==> config.mk <==
export PLATFORM = sky130hd
export DESIGN_NAME = rcm_config_ctrl
export DESIGN_NICKNAME = d
export VERILOG_FILES = /design/src/rcm_pkg.sv /design/src/rcm_config_ctrl.sv
export SDC_FILE = /design/constraint.sdc
export NUM_CORES = 1
export LEC_CHECK = 0
export ABC_AREA = 1
export BUFFER_PORTS_ARGS = -buffer_cell sky130_fd_sc_hd__clkbuf_2
export CAP_MARGIN = 10
export CORE_MARGIN = 4
export CORE_UTILIZATION = 55
export CTS_CLUSTER_DIAMETER = 100
export DETAILED_ROUTE_END_ITERATION = 12
export PLACE_DENSITY = 0.8
export SLEW_MARGIN = 15
export SYNTH_ARGS = -nofsm -noshare
export SYNTH_HDL_FRONTEND = slang
export SYNTH_SLANG_ARGS = --single-unit
==> constraint.sdc <==
create_clock -name i_mclk -period 1.9 [get_ports i_mclk]
set_clock_uncertainty 0.05 [all_clocks]
set_input_delay 0.38 -clock i_mclk [delete_from_list [all_inputs] [get_ports i_mclk]]
set_output_delay 0.38 -clock i_mclk [all_outputs]
set_load 0.01 [all_outputs]
==> src/rcm_pkg.sv <==
// rcm_pkg: constants for the repeater configuration-source and settings control
// assumes a single 100 MHz clock domain; no register bus, all controls are ports
package rcm_pkg;

  // ----------------------------------------------------------------
  // four-level pin codes
  // ----------------------------------------------------------------
  localparam logic [1:0] LVL_ZERO = 2'h0; // low resistor to ground
  localparam logic [1:0] LVL_R = 2'h1; // high resistor to ground
  localparam logic [1:0] LVL_FLOAT = 2'h2; // pin left open
  localparam logic [1:0] LVL_ONE = 2'h3; // tied high

  // ----------------------------------------------------------------
  // configuration modes
  // ----------------------------------------------------------------
  typedef enum logic [1:0] {
    RCM_PIN = 2'b00,
    RCM_SLAVE = 2'b01,
    RCM_MASTER = 2'b10
  } rcm_mode_t;

  // ----------------------------------------------------------------
  // load sequencer states
  // ----------------------------------------------------------------
  typedef enum logic [1:0] {
    RCM_LD_IDLE = 2'b00,
    RCM_LD_BUSY = 2'b01,
    RCM_LD_DONE = 2'b10
  } rcm_load_t;

  // ----------------------------------------------------------------
  // rate codes
  // ----------------------------------------------------------------
  localparam logic [1:0] RATE_GEN12 = 2'h0;
  localparam logic [1:0] RATE_GEN3_NODE = 2'h1;
  localparam logic [1:0] RATE_AUTO = 2'h2;
  localparam logic [1:0] RATE_GEN3_DE = 2'h3;

  // ----------------------------------------------------------------
  // register defaults
  // ----------------------------------------------------------------
  localparam logic [7:0] EQ_RESET = 8'h00;
  localparam logic [1:0] DEEMPH_RESET = 2'h0;
  localparam logic [2:0] SWING_RESET = 3'h2;
  localparam logic [1:0] TERM_RESET = 2'h2; // automatic detect, float default
  localparam logic [1:0] SDTH_RESET = 2'h0; // low-pin default threshold code
  localparam logic [1:0] RATE_RESET = 2'h2;

  // ----------------------------------------------------------------
  // timing
  // ----------------------------------------------------------------
  localparam int CLK_HZ = 100000000;
  localparam int BUS_CLK_NOM_HZ = 400000;
  localparam int BUS_CLK_MIN_HZ = 280000;
  localparam int BUS_CLK_MAX_HZ = 520000;
  // half period of the generated bus clock, rounded to stay inside the band
  localparam int BUS_HALF_CYC = CLK_HZ / (2 * BUS_CLK_NOM_HZ);
  localparam int READY_MS = 500;
  localparam int READY_CYC = (CLK_HZ / 1000) * READY_MS;

endpackage

==> src/rcm_config_ctrl.sv <==
// rcm_config_ctrl: selects where repeater lane settings come from
// assumes all pins are synchronous to i_mclk and four-level pins arrive decoded
// What this block does
// RULE1 - three modes from config source: low pin, high slave, float master
// RULE2 - pin mode: eq and deemphasis per side, shared across that side's lanes
// RULE3 - pin mode: swing follows the deemphasis pin code automatically
// RULE4 - termination pin selects automatic or manual 50 ohm / high-z termination
// RULE5 - rate pin selects gen1/2, auto detect, or gen3
// RULE6 - threshold pin selects electrical-idle detect level
// RULE7 - slave mode: swing, eq, deemphasis, termination disable per lane; each write sets one lane index on both sides together
// RULE8 - config source high switches eq and deemphasis to registers at once
// RULE9 - bus modes reuse eq and deemphasis pins as slave address inputs
// RULE10 - rate, termination, threshold pins act until register written with override
// RULE11 - registers reset at power-up and whenever config source goes low
// RULE12 - cable present in slave mode keeps all register contents
// RULE13 - eight-bit eq per input, sixteen reachable from pins; code reaches four, each pin feeding both table halves
// RULE14 - control pins decode four levels
// RULE15 - master mode drives bus clock near 400 kHz, inside 280 to 520
// RULE16 - host clocks the bus no faster than 400 kHz
// RULE17 - bus ready no later than 500 ms after reset
// RULE18 - pin levels: low resistor 0, high resistor R, open Float, high 1
// RULE19 - master load starts on falling edge of read enable
`timescale 1ns/100ps
`default_nettype none

module rcm_config_ctrl #(
  parameter int LANES = 4,
  parameter int READY_CYCLES = rcm_pkg::READY_CYC
) (
  // clock and reset
  input wire logic i_mclk,
  input wire logic i_nrst,
  // four-level pins, already resolved to level codes; cable present and read enable are single bits
  input wire logic [1:0] i_config_source_select,
  input wire logic [1:0] i_side_a_eq_level,
  input wire logic [1:0] i_side_b_eq_level,
  input wire logic [1:0] i_side_a_deemph_level,
  input wire logic [1:0] i_side_b_deemph_level,
  input wire logic [1:0] i_termination_detect_ctrl,
  input wire logic [1:0] i_rate,
  input wire logic [1:0] i_signal_detect_threshold,
  input wire logic i_cable_present,
  input wire logic i_read_en,
  // register write port from the bus slave logic
  input wire logic i_reg_wr,
  input wire logic [1:0] i_reg_lane,
  input wire logic [7:0] i_reg_eq,
  input wire logic [1:0] i_reg_deemph,
  input wire logic [2:0] i_reg_swing,
  input wire logic i_reg_term_dis,
  input wire logic i_glb_wr,
  input wire logic [1:0] i_glb_rate,
  input wire logic i_glb_rate_ovr,
  input wire logic [1:0] i_glb_term,
  input wire logic i_glb_term_ovr,
  input wire logic [1:0] i_glb_sdth,
  input wire logic i_glb_sdth_ovr,
  // load sequencer handshake
  input wire logic i_load_done,
  // mode and bus outputs
  output logic [1:0] o_mode,
  output logic [3:0] o_slave_address_inputs,
  output logic o_bus_ready,
  output logic o_master_scl,
  output logic o_load_busy,
  // per-lane settings, side a in lanes 0..LANES-1, side b above
  output logic [2*LANES*8-1:0] o_eq,
  output logic [2*LANES*2-1:0] o_deemph,
  output logic [2*LANES*3-1:0] o_output_swing,
  output logic [2*LANES-1:0] o_term_dis,
  // shared settings
  output logic [1:0] o_rate,
  output logic [1:0] o_term_mode,
  output logic [1:0] o_sdth
);

  localparam int NL = 2 * LANES;

  // ----------------------------------------------------------------
  // pin decode helpers
  // ----------------------------------------------------------------
  // RULE13 sixteen pin eq
  function automatic logic [7:0] eq_of_pins(input logic [1:0] hi, input logic [1:0] lo);
    logic [7:0] t;
    t = 8'h00;
    case ({hi, lo})
      4'h0: t = 8'h00;
      4'h1: t = 8'h01;
      4'h2: t = 8'h02;
      4'h3: t = 8'h03;
      4'h4: t = 8'h07;
      4'h5: t = 8'h15;
      4'h6: t = 8'h0B;
      4'h7: t = 8'h0F;
      4'h8: t = 8'h55;
      4'h9: t = 8'h1F;
      4'hA: t = 8'h2F;
      4'hB: t = 8'h3F;
      4'hC: t = 8'hAA;
      4'hD: t = 8'h7F;
      4'hE: t = 8'hBF;
      default: t = 8'hFF;
    endcase
    return t;
  endfunction

  // deemphasis code: 0 none, 1 -3.5, 2 -6, 3 -9 dB
  function automatic logic [1:0] dem_of_pins(input logic [1:0] hi, input logic [1:0] lo);
    logic [1:0] t;
    t = 2'h0;
    case ({hi, lo})
      4'h2, 4'h4, 4'h7, 4'hA, 4'hD: t = 2'h1;
      4'h5, 4'h8, 4'hB, 4'hE: t = 2'h2;
      4'hF: t = 2'h3;
      default: t = 2'h0;
    endcase
    return t;
  endfunction

  // swing code: 0 = 0.8 V up to 5 = 1.3 V in 0.1 V steps
  function automatic logic [2:0] swing_of_pins(input logic [1:0] hi, input logic [1:0] lo);
    logic [2:0] t;
    t = 3'h0;
    case ({hi, lo})
      4'h0: t = 3'h0;
      4'h1, 4'h2: t = 3'h1;
      4'h3, 4'h4, 4'h5: t = 3'h2;
      4'h6, 4'h7, 4'h8: t = 3'h3;
      4'h9, 4'hA, 4'hB: t = 3'h4;
      default: t = 3'h5;
    endcase
    return t;
  endfunction

  // ----------------------------------------------------------------
  // mode decode
  // ----------------------------------------------------------------
  // RULE1 mode select
  // RULE14 four levels
  // RULE18 level mapping
  rcm_pkg::rcm_mode_t mode;
  always_comb begin
    case (i_config_source_select)
      rcm_pkg::LVL_ONE: mode = rcm_pkg::RCM_SLAVE;
      rcm_pkg::LVL_FLOAT: mode = rcm_pkg::RCM_MASTER;
      default: mode = rcm_pkg::RCM_PIN; // the R level is treated as low
    endcase
  end
  assign o_mode = mode;

  logic pin_mode;
  assign pin_mode = (mode == rcm_pkg::RCM_PIN);

  // RULE9 pins become address
  // eq b pins give ad3/ad2, deemph b pins ad1/ad0; a high code is a logic 1
  assign o_slave_address_inputs = pin_mode ? 4'h0 :
    {i_side_b_eq_level[1], i_side_b_eq_level[0] & i_side_b_eq_level[1],
     i_side_b_deemph_level[1], i_side_b_deemph_level[0] & i_side_b_deemph_level[1]};

  // ----------------------------------------------------------------
  // per-lane register file
  // ----------------------------------------------------------------
  logic [7:0] reg_eq [NL];
  logic [1:0] reg_deemph [NL];
  logic [2:0] reg_swing [NL];
  logic reg_term_dis [NL];
  logic [1:0] lane_base;

  // one lane index addresses the same lane on both sides at once
  assign lane_base = i_reg_lane;

  genvar g;
  generate
    for (g = 0; g < NL; g++) begin : g_lane
      // RULE11 default on pin mode
      // RULE12 retained while cable present
      // RULE7 per lane write
      // pin mode holds defaults; a reset from cable-present is never applied
      always_ff @(posedge i_mclk or negedge i_nrst) begin
        if (!i_nrst) begin
          reg_eq[g] <= rcm_pkg::EQ_RESET;
          reg_deemph[g] <= rcm_pkg::DEEMPH_RESET;
          reg_swing[g] <= rcm_pkg::SWING_RESET;
          reg_term_dis[g] <= 1'b0;
        end else if (pin_mode) begin
          reg_eq[g] <= rcm_pkg::EQ_RESET;
          reg_deemph[g] <= rcm_pkg::DEEMPH_RESET;
          reg_swing[g] <= rcm_pkg::SWING_RESET;
          reg_term_dis[g] <= 1'b0;
        end else if (i_reg_wr &&
                     (int'(lane_base) == (g % LANES))) begin
          reg_eq[g] <= i_reg_eq;
          reg_deemph[g] <= i_reg_deemph;
          reg_swing[g] <= i_reg_swing;
          reg_term_dis[g] <= i_reg_term_dis;
        end
      end

      // RULE2 shared per side
      // RULE3 swing follows deemph
      // RULE8 registers at once
      // mode decode is combinational, so registers drive the lanes from the next edge
      always_ff @(posedge i_mclk or negedge i_nrst) begin
        if (!i_nrst) begin
          o_eq[g*8 +: 8] <= rcm_pkg::EQ_RESET;
          o_deemph[g*2 +: 2] <= rcm_pkg::DEEMPH_RESET;
          o_output_swing[g*3 +: 3] <= rcm_pkg::SWING_RESET;
          o_term_dis[g] <= 1'b0;
        end else if (!pin_mode) begin
          o_eq[g*8 +: 8] <= reg_eq[g];
          o_deemph[g*2 +: 2] <= reg_deemph[g];
          o_output_swing[g*3 +: 3] <= reg_swing[g];
          o_term_dis[g] <= reg_term_dis[g];
        end else if (g < LANES) begin
          o_eq[g*8 +: 8] <= eq_of_pins(i_side_a_eq_level, i_side_a_eq_level);
          o_deemph[g*2 +: 2] <= dem_of_pins(i_side_a_deemph_level, i_side_a_deemph_level);
          o_output_swing[g*3 +: 3] <= swing_of_pins(i_side_a_deemph_level,
                                                    i_side_a_deemph_level);
          o_term_dis[g] <= 1'b0;
        end else begin
          o_eq[g*8 +: 8] <= eq_of_pins(i_side_b_eq_level, i_side_b_eq_level);
          o_deemph[g*2 +: 2] <= dem_of_pins(i_side_b_deemph_level, i_side_b_deemph_level);
          o_output_swing[g*3 +: 3] <= swing_of_pins(i_side_b_deemph_level,
                                                    i_side_b_deemph_level);
          o_term_dis[g] <= 1'b0;
        end
      end
    end
  endgenerate

  // ----------------------------------------------------------------
  // shared settings with pin override
  // ----------------------------------------------------------------
  logic [1:0] reg_rate;
  logic [1:0] reg_term;
  logic [1:0] reg_sdth;
  logic ovr_rate;
  logic ovr_term;
  logic ovr_sdth;

  // RULE10 override latch
  // override bits stay set until pin mode is entered again
  always_ff @(posedge i_mclk or negedge i_nrst) begin
    if (!i_nrst) begin
      reg_rate <= rcm_pkg::RATE_RESET;
      reg_term <= rcm_pkg::TERM_RESET;
      reg_sdth <= rcm_pkg::SDTH_RESET;
      ovr_rate <= 1'b0;
      ovr_term <= 1'b0;
      ovr_sdth <= 1'b0;
    end else if (pin_mode) begin
      reg_rate <= rcm_pkg::RATE_RESET;
      reg_term <= rcm_pkg::TERM_RESET;
      reg_sdth <= rcm_pkg::SDTH_RESET;
      ovr_rate <= 1'b0;
      ovr_term <= 1'b0;
      ovr_sdth <= 1'b0;
    end else if (i_glb_wr) begin
      reg_rate <= i_glb_rate;
      reg_term <= i_glb_term;
      reg_sdth <= i_glb_sdth;
      ovr_rate <= ovr_rate | i_glb_rate_ovr;
      ovr_term <= ovr_term | i_glb_term_ovr;
      ovr_sdth <= ovr_sdth | i_glb_sdth_ovr;
    end
  end

  // RULE4 termination select
  // RULE5 rate select
  // RULE6 threshold select
  always_ff @(posedge i_mclk or negedge i_nrst) begin
    if (!i_nrst) begin
      o_rate <= rcm_pkg::RATE_RESET;
      o_term_mode <= rcm_pkg::TERM_RESET;
      o_sdth <= rcm_pkg::SDTH_RESET;
    end else begin
      o_rate <= ovr_rate ? reg_rate : i_rate;
      o_term_mode <= ovr_term ? reg_term : i_termination_detect_ctrl;
      o_sdth <= ovr_sdth ? reg_sdth : i_signal_detect_threshold;
    end
  end

  // ----------------------------------------------------------------
  // power-on readiness
  // ----------------------------------------------------------------
  // RULE17 ready timer
  // ready well before the limit is fine; the count is a parameter to shorten sims
  logic [31:0] rdy_cnt;
  always_ff @(posedge i_mclk or negedge i_nrst) begin
    if (!i_nrst) begin
      rdy_cnt <= 32'h0;
      o_bus_ready <= 1'b0;
    end else if (rdy_cnt >= 32'(READY_CYCLES - 1)) begin
      o_bus_ready <= 1'b1;
    end else begin
      rdy_cnt <= rdy_cnt + 32'h1;
    end
  end

  // ----------------------------------------------------------------
  // master load sequencing
  // ----------------------------------------------------------------
  logic read_en_q;
  always_ff @(posedge i_mclk or negedge i_nrst) begin
    if (!i_nrst) begin
      read_en_q <= 1'b1;
    end else begin
      read_en_q <= i_read_en;
    end
  end

  // RULE19 falling edge start
  rcm_pkg::rcm_load_t ld_state;
  always_ff @(posedge i_mclk or negedge i_nrst) begin
    if (!i_nrst) begin
      ld_state <= rcm_pkg::RCM_LD_IDLE;
    end else if (mode != rcm_pkg::RCM_MASTER) begin
      ld_state <= rcm_pkg::RCM_LD_IDLE;
    end else begin
      case (ld_state)
        rcm_pkg::RCM_LD_IDLE: begin
          if (read_en_q && !i_read_en && o_bus_ready) begin
            ld_state <= rcm_pkg::RCM_LD_BUSY;
          end
        end
        rcm_pkg::RCM_LD_BUSY: begin
          if (i_load_done) begin
            ld_state <= rcm_pkg::RCM_LD_DONE;
          end
        end
        rcm_pkg::RCM_LD_DONE: ld_state <= rcm_pkg::RCM_LD_DONE;
        default: ld_state <= rcm_pkg::RCM_LD_IDLE;
      endcase
    end
  end
  assign o_load_busy = (ld_state == rcm_pkg::RCM_LD_BUSY);

  // RULE15 bus clock divider
  // 125 cycles per half gives 400 kHz; the clock idles high outside a load
  logic [15:0] div_cnt;
  always_ff @(posedge i_mclk or negedge i_nrst) begin
    if (!i_nrst) begin
      div_cnt <= 16'h0;
      o_master_scl <= 1'b1;
    end else if (ld_state != rcm_pkg::RCM_LD_BUSY) begin
      div_cnt <= 16'h0;
      o_master_scl <= 1'b1;
    end else if (div_cnt == 16'(rcm_pkg::BUS_HALF_CYC - 1)) begin
      div_cnt <= 16'h0;
      o_master_scl <= ~o_master_scl;
    end else begin
      div_cnt <= div_cnt + 16'h1;
    end
  end

endmodule

`default_nettype wire

==> flow_metrics.py <==
metrics = {
    "synth": {
        "synth-edff-count": 0,
        "ys_ff_latch": 232,
        "synth_top_area_share_pct": 57.7,
        "ys_warn_count": 0,
        "syn_area_per_cell_um2": 9.05,
        "synth_top_area_cell": "dfrtp_1",
        "syn-num-nets": 1079,
        "synth_ff_type": "dfrtp_1",
        "syn_inst": 1025,
        "netlist_top_cells_area": "dfrtp_1 (58%), nand2_1 (15%), dfstp_2 (5.1%), nor2_1 (4.3%), inv_1 (3.4%)",
        "netlist_area_um2": 9280,
        "ys_seq_area_share_pct": 62.8,
        "ys_types": 32,
        "postSynth.asyncResetShare_pct": 100,
    },
    "final_layout": {
        "final_common_cell": "nand2_1",
        "insertedDiodeCount": 0,
        "final_cell_count_no_fill": 1465,
        "multiInputGateArea_um2": 2970,
        "finalInstanceArea_um2": 11500,
        "drive_gt1_share_pct": 22.9,
        "nNetsFinal": 1281,
        "fill_cells": 1282,
        "area_growth_pct": 23.5,
        "layout_common_cells": "nand2_1 (379), dfrtp_1 (214), clkbuf_2 (172)",
        "ff_latch_area_um2": 5830,
    },
    "global_route": {
        "first_global_vias": 7372,
        "grt_usage_pct": 24.0,
        "grt_pass1_wl_mm": 35.8,
        "grt_antenna_before_repair": 0,
        "overflow": 0,
        "grt_max_degree": 59,
    },
    "cts": {
        "cts_max_level": 1,
        "insertion_delay_ns": 0.52,
        "clk_pin_slew_ns": 0.06,
        "cts_root_buf": "clkbuf_16",
        "clock_path_buffers": 3,
        "cts_made_buffers": 24,
        "cts_sinks": 232,
        "cts_tree": "built",
    },
    "critical_path": {
        "worst_ep_required_time_ns": 2.26,
        "crit_fanout": 11,
        "cp-start-kind": "register",
        "path_cells": "buf_4 > nor2_1 > nand3_1 > nor2_1 > nand3_2 > nand2_4 > clkinvlp_4 > nand2_1 > nand2_1",
        "r2r-start": "rdy_cnt[16]$_DFFE_PN0N_",
        "cpMaxStageDelayCell": "dfrtp_1",
        "end_kind": "register",
        "critPathLaunch": "rdy_cnt[16]$_DFFE_PN0N_",
        "r2r_cells": 9,
        "slowest_delay_ns": 0.39,
        "reg2reg_to": "rdy_cnt[3]$_DFFE_PN0N_",
        "worstPathArrival_ns": 2.15,
        "crit_type": "reg2reg",
        "rrSetupSlack_ns": 0.10,
    },
    "worst_hold_path": {
        "hold_start": "i_rate[1]",
        "hold-path-endpoint": "o_rate[1]$_DFF_PN1_",
        "min_path_cells": 3,
        "min-delay-path-class": "in2reg",
    },
    "power": {
        "ir_drop_v": 0.000817,
        "p_leak_nw": 6.28,
        "power_density_nw_per_um2": 947,
    },
    "drt": {
        "avgViaCountPerCell": 5.10,
        "routedWlPerCell_um": 15.5,
        "ant_nets": 0,
        "wl_mm": 22.7,
        "drc_errors": 0,
        "dr.pass1.iters": 5,
        "vias": 7465,
        "drt_iter0_drc": 609,
    },
    "timing": {
        "finalSetupViolCount": 0,
        "rsz0062_at_grt": "false",
        "relSlewSlack_pct": 54.0,
        "final-hold-violation-count": 0,
        "period_needed_ns": 1.80,
        "timing.final.ws_setup_ns": 0.103,
        "finalCritPeriodShare_pct": 94.6,
        "hold_ws_ns": 0.0152,
        "clock.fmax_mhz": 556,
        "worst_pin_slew_ns": 0.685,
        "drv_slew": 0,
        "setup_tns_ns": 0,
    },
    "placed_design": {
        "place_inst": 1417,
        "gp_congestion": 0.946,
        "dpl_cell_area_um2": 10600,
        "hpwl_mm": 15.7,
        "dp_worst_setup_slack_ns": 0.0224,
        "portBuffers": 173,
    },
    "status": {
        "run_status": "finished, final reports clean",
    },
    "floorplan": {
        "core_area_um2": 16600,
        "rows": 47,
        "io_pins": 175,
        "die_x_um": 138,
        "initial_core_util_pct": 55.9,
        "die-area_um2": 19000,
        "dieHeight_um": 138,
    },
    "flow_run": {
        "max-cap-violations": 0,
    },
}
-- final cells by class --
cell class	instances	area share [%]
Multi-Input combinational cell	670	25.9
Timing Repair Buffer	211	10.6
Clock inverter	10	0.961
Timing Repair inverter	2	0.131
Sequential cell	232	50.9
Clock buffer	34	6.27
Inverter	86	2.85
Tap cell	220	2.40
-- layer usage --
layer,global-route usage (%),wire [um]
met3,5.95,1820
met1,31.9,9310
met2,39.1,11000
met5,0,0
met4,7.63,572
-- report_power, final --
group          switching, mW  internal [mW]
Combinational          0.553          0.283
Clock                   1.94           2.79
Sequential            0.0813           5.20
Total                   2.57           8.28
-- state kept, by name, summed over array words and instances (netlist names), 2 cells and up --
register and cells:
reg_swing 12, o_output_swing 24, o_sdth 2, o_term_mode 2
rdy_cnt 32, reg_deemph 8, ld_state 2, reg_term 2
div_cnt 16, o_eq 64, o_deemph 16, reg_term_dis 4
reg_sdth 2, reg_eq 32, o_rate 2, o_term_dis 4
reg_rate 2
-- synth_stat cells (9+ instances only) --
cell type,count
o21ai_0,56
nand2_1,379
nand3_1,24
nand3b_1,9
nor2_1,107
dfrtp_1,214
xor2_1,14
dfstp_2,18
a21oi_1,34
clkbuf_1,22
inv_1,84
nor3_1,11
-- through the flow --
step           util, %  total power, mW
2_1_floorplan        -             5.71
3_3_place_gp      63.8             6.18
3_5_place_dp      63.8             6.21
4_1_cts           68.9             10.9
5_1_grt           69.1             11.2
6_report          69.1             10.8
-- how the worst max path moves through the flow --
| stage | cells past startpoint | slack, ns | to |
|---|---|---|---|
| CTS | 10 | 0.03 | rdy_cnt[18]$_DFFE_PN0N_ |
| global placement | 10 | 0.08 | rdy_cnt[22]$_DFFE_PN0N_ |
| floorplan | 9 | 0.24 | o_bus_ready$_DFFE_PN0P_ |
| finish | 9 | 0.10 | rdy_cnt[3]$_DFFE_PN0N_ |
| detailed placement | 10 | 0.02 | rdy_cnt[18]$_DFFE_PN0N_ |
| global route | 10 | 0.02 | rdy_cnt[20]$_DFFE_PN0N_ |
-- kinds of logic (layout without fill, tap and decap cells) --
| group | Yosys count | after routing | share of synthesized area (%) |
|---|---|---|---|
| adder cells (fa/ha/maj) | 6 | 6 | 0.809 |
| buffers and inverters | 123 | 343 | 5.48 |
| AND/OR/NAND/NOR | 547 | 547 | 23.6 |
| XOR/XNOR | 21 | 21 | 1.98 |
| AO/OA/AOI/OAI | 95 | 95 | 5.18 |
| multiplexers | 1 | 1 | 0.108 |
| flip-flops | 232 | 232 | 62.8 |
-- critical path, delay by kind of cell, from the launching register on --
family / cells / cell delay [ns]
buffers and inverters: 2 / 0.41
DFF: 1 / 0.39
and+or+nand+nor: 7 / 0.83
-- what timing repair did --
item / in CTS / in global routing
endpoints found under the hold margin: 34 / 0
gates resized for setup: 0 / 7
setup buffers: 0 / 0
hold buffers: 2 / 0
endpoints found under the setup margin: 0 / 23
Power figures use the tool's default switching activity.
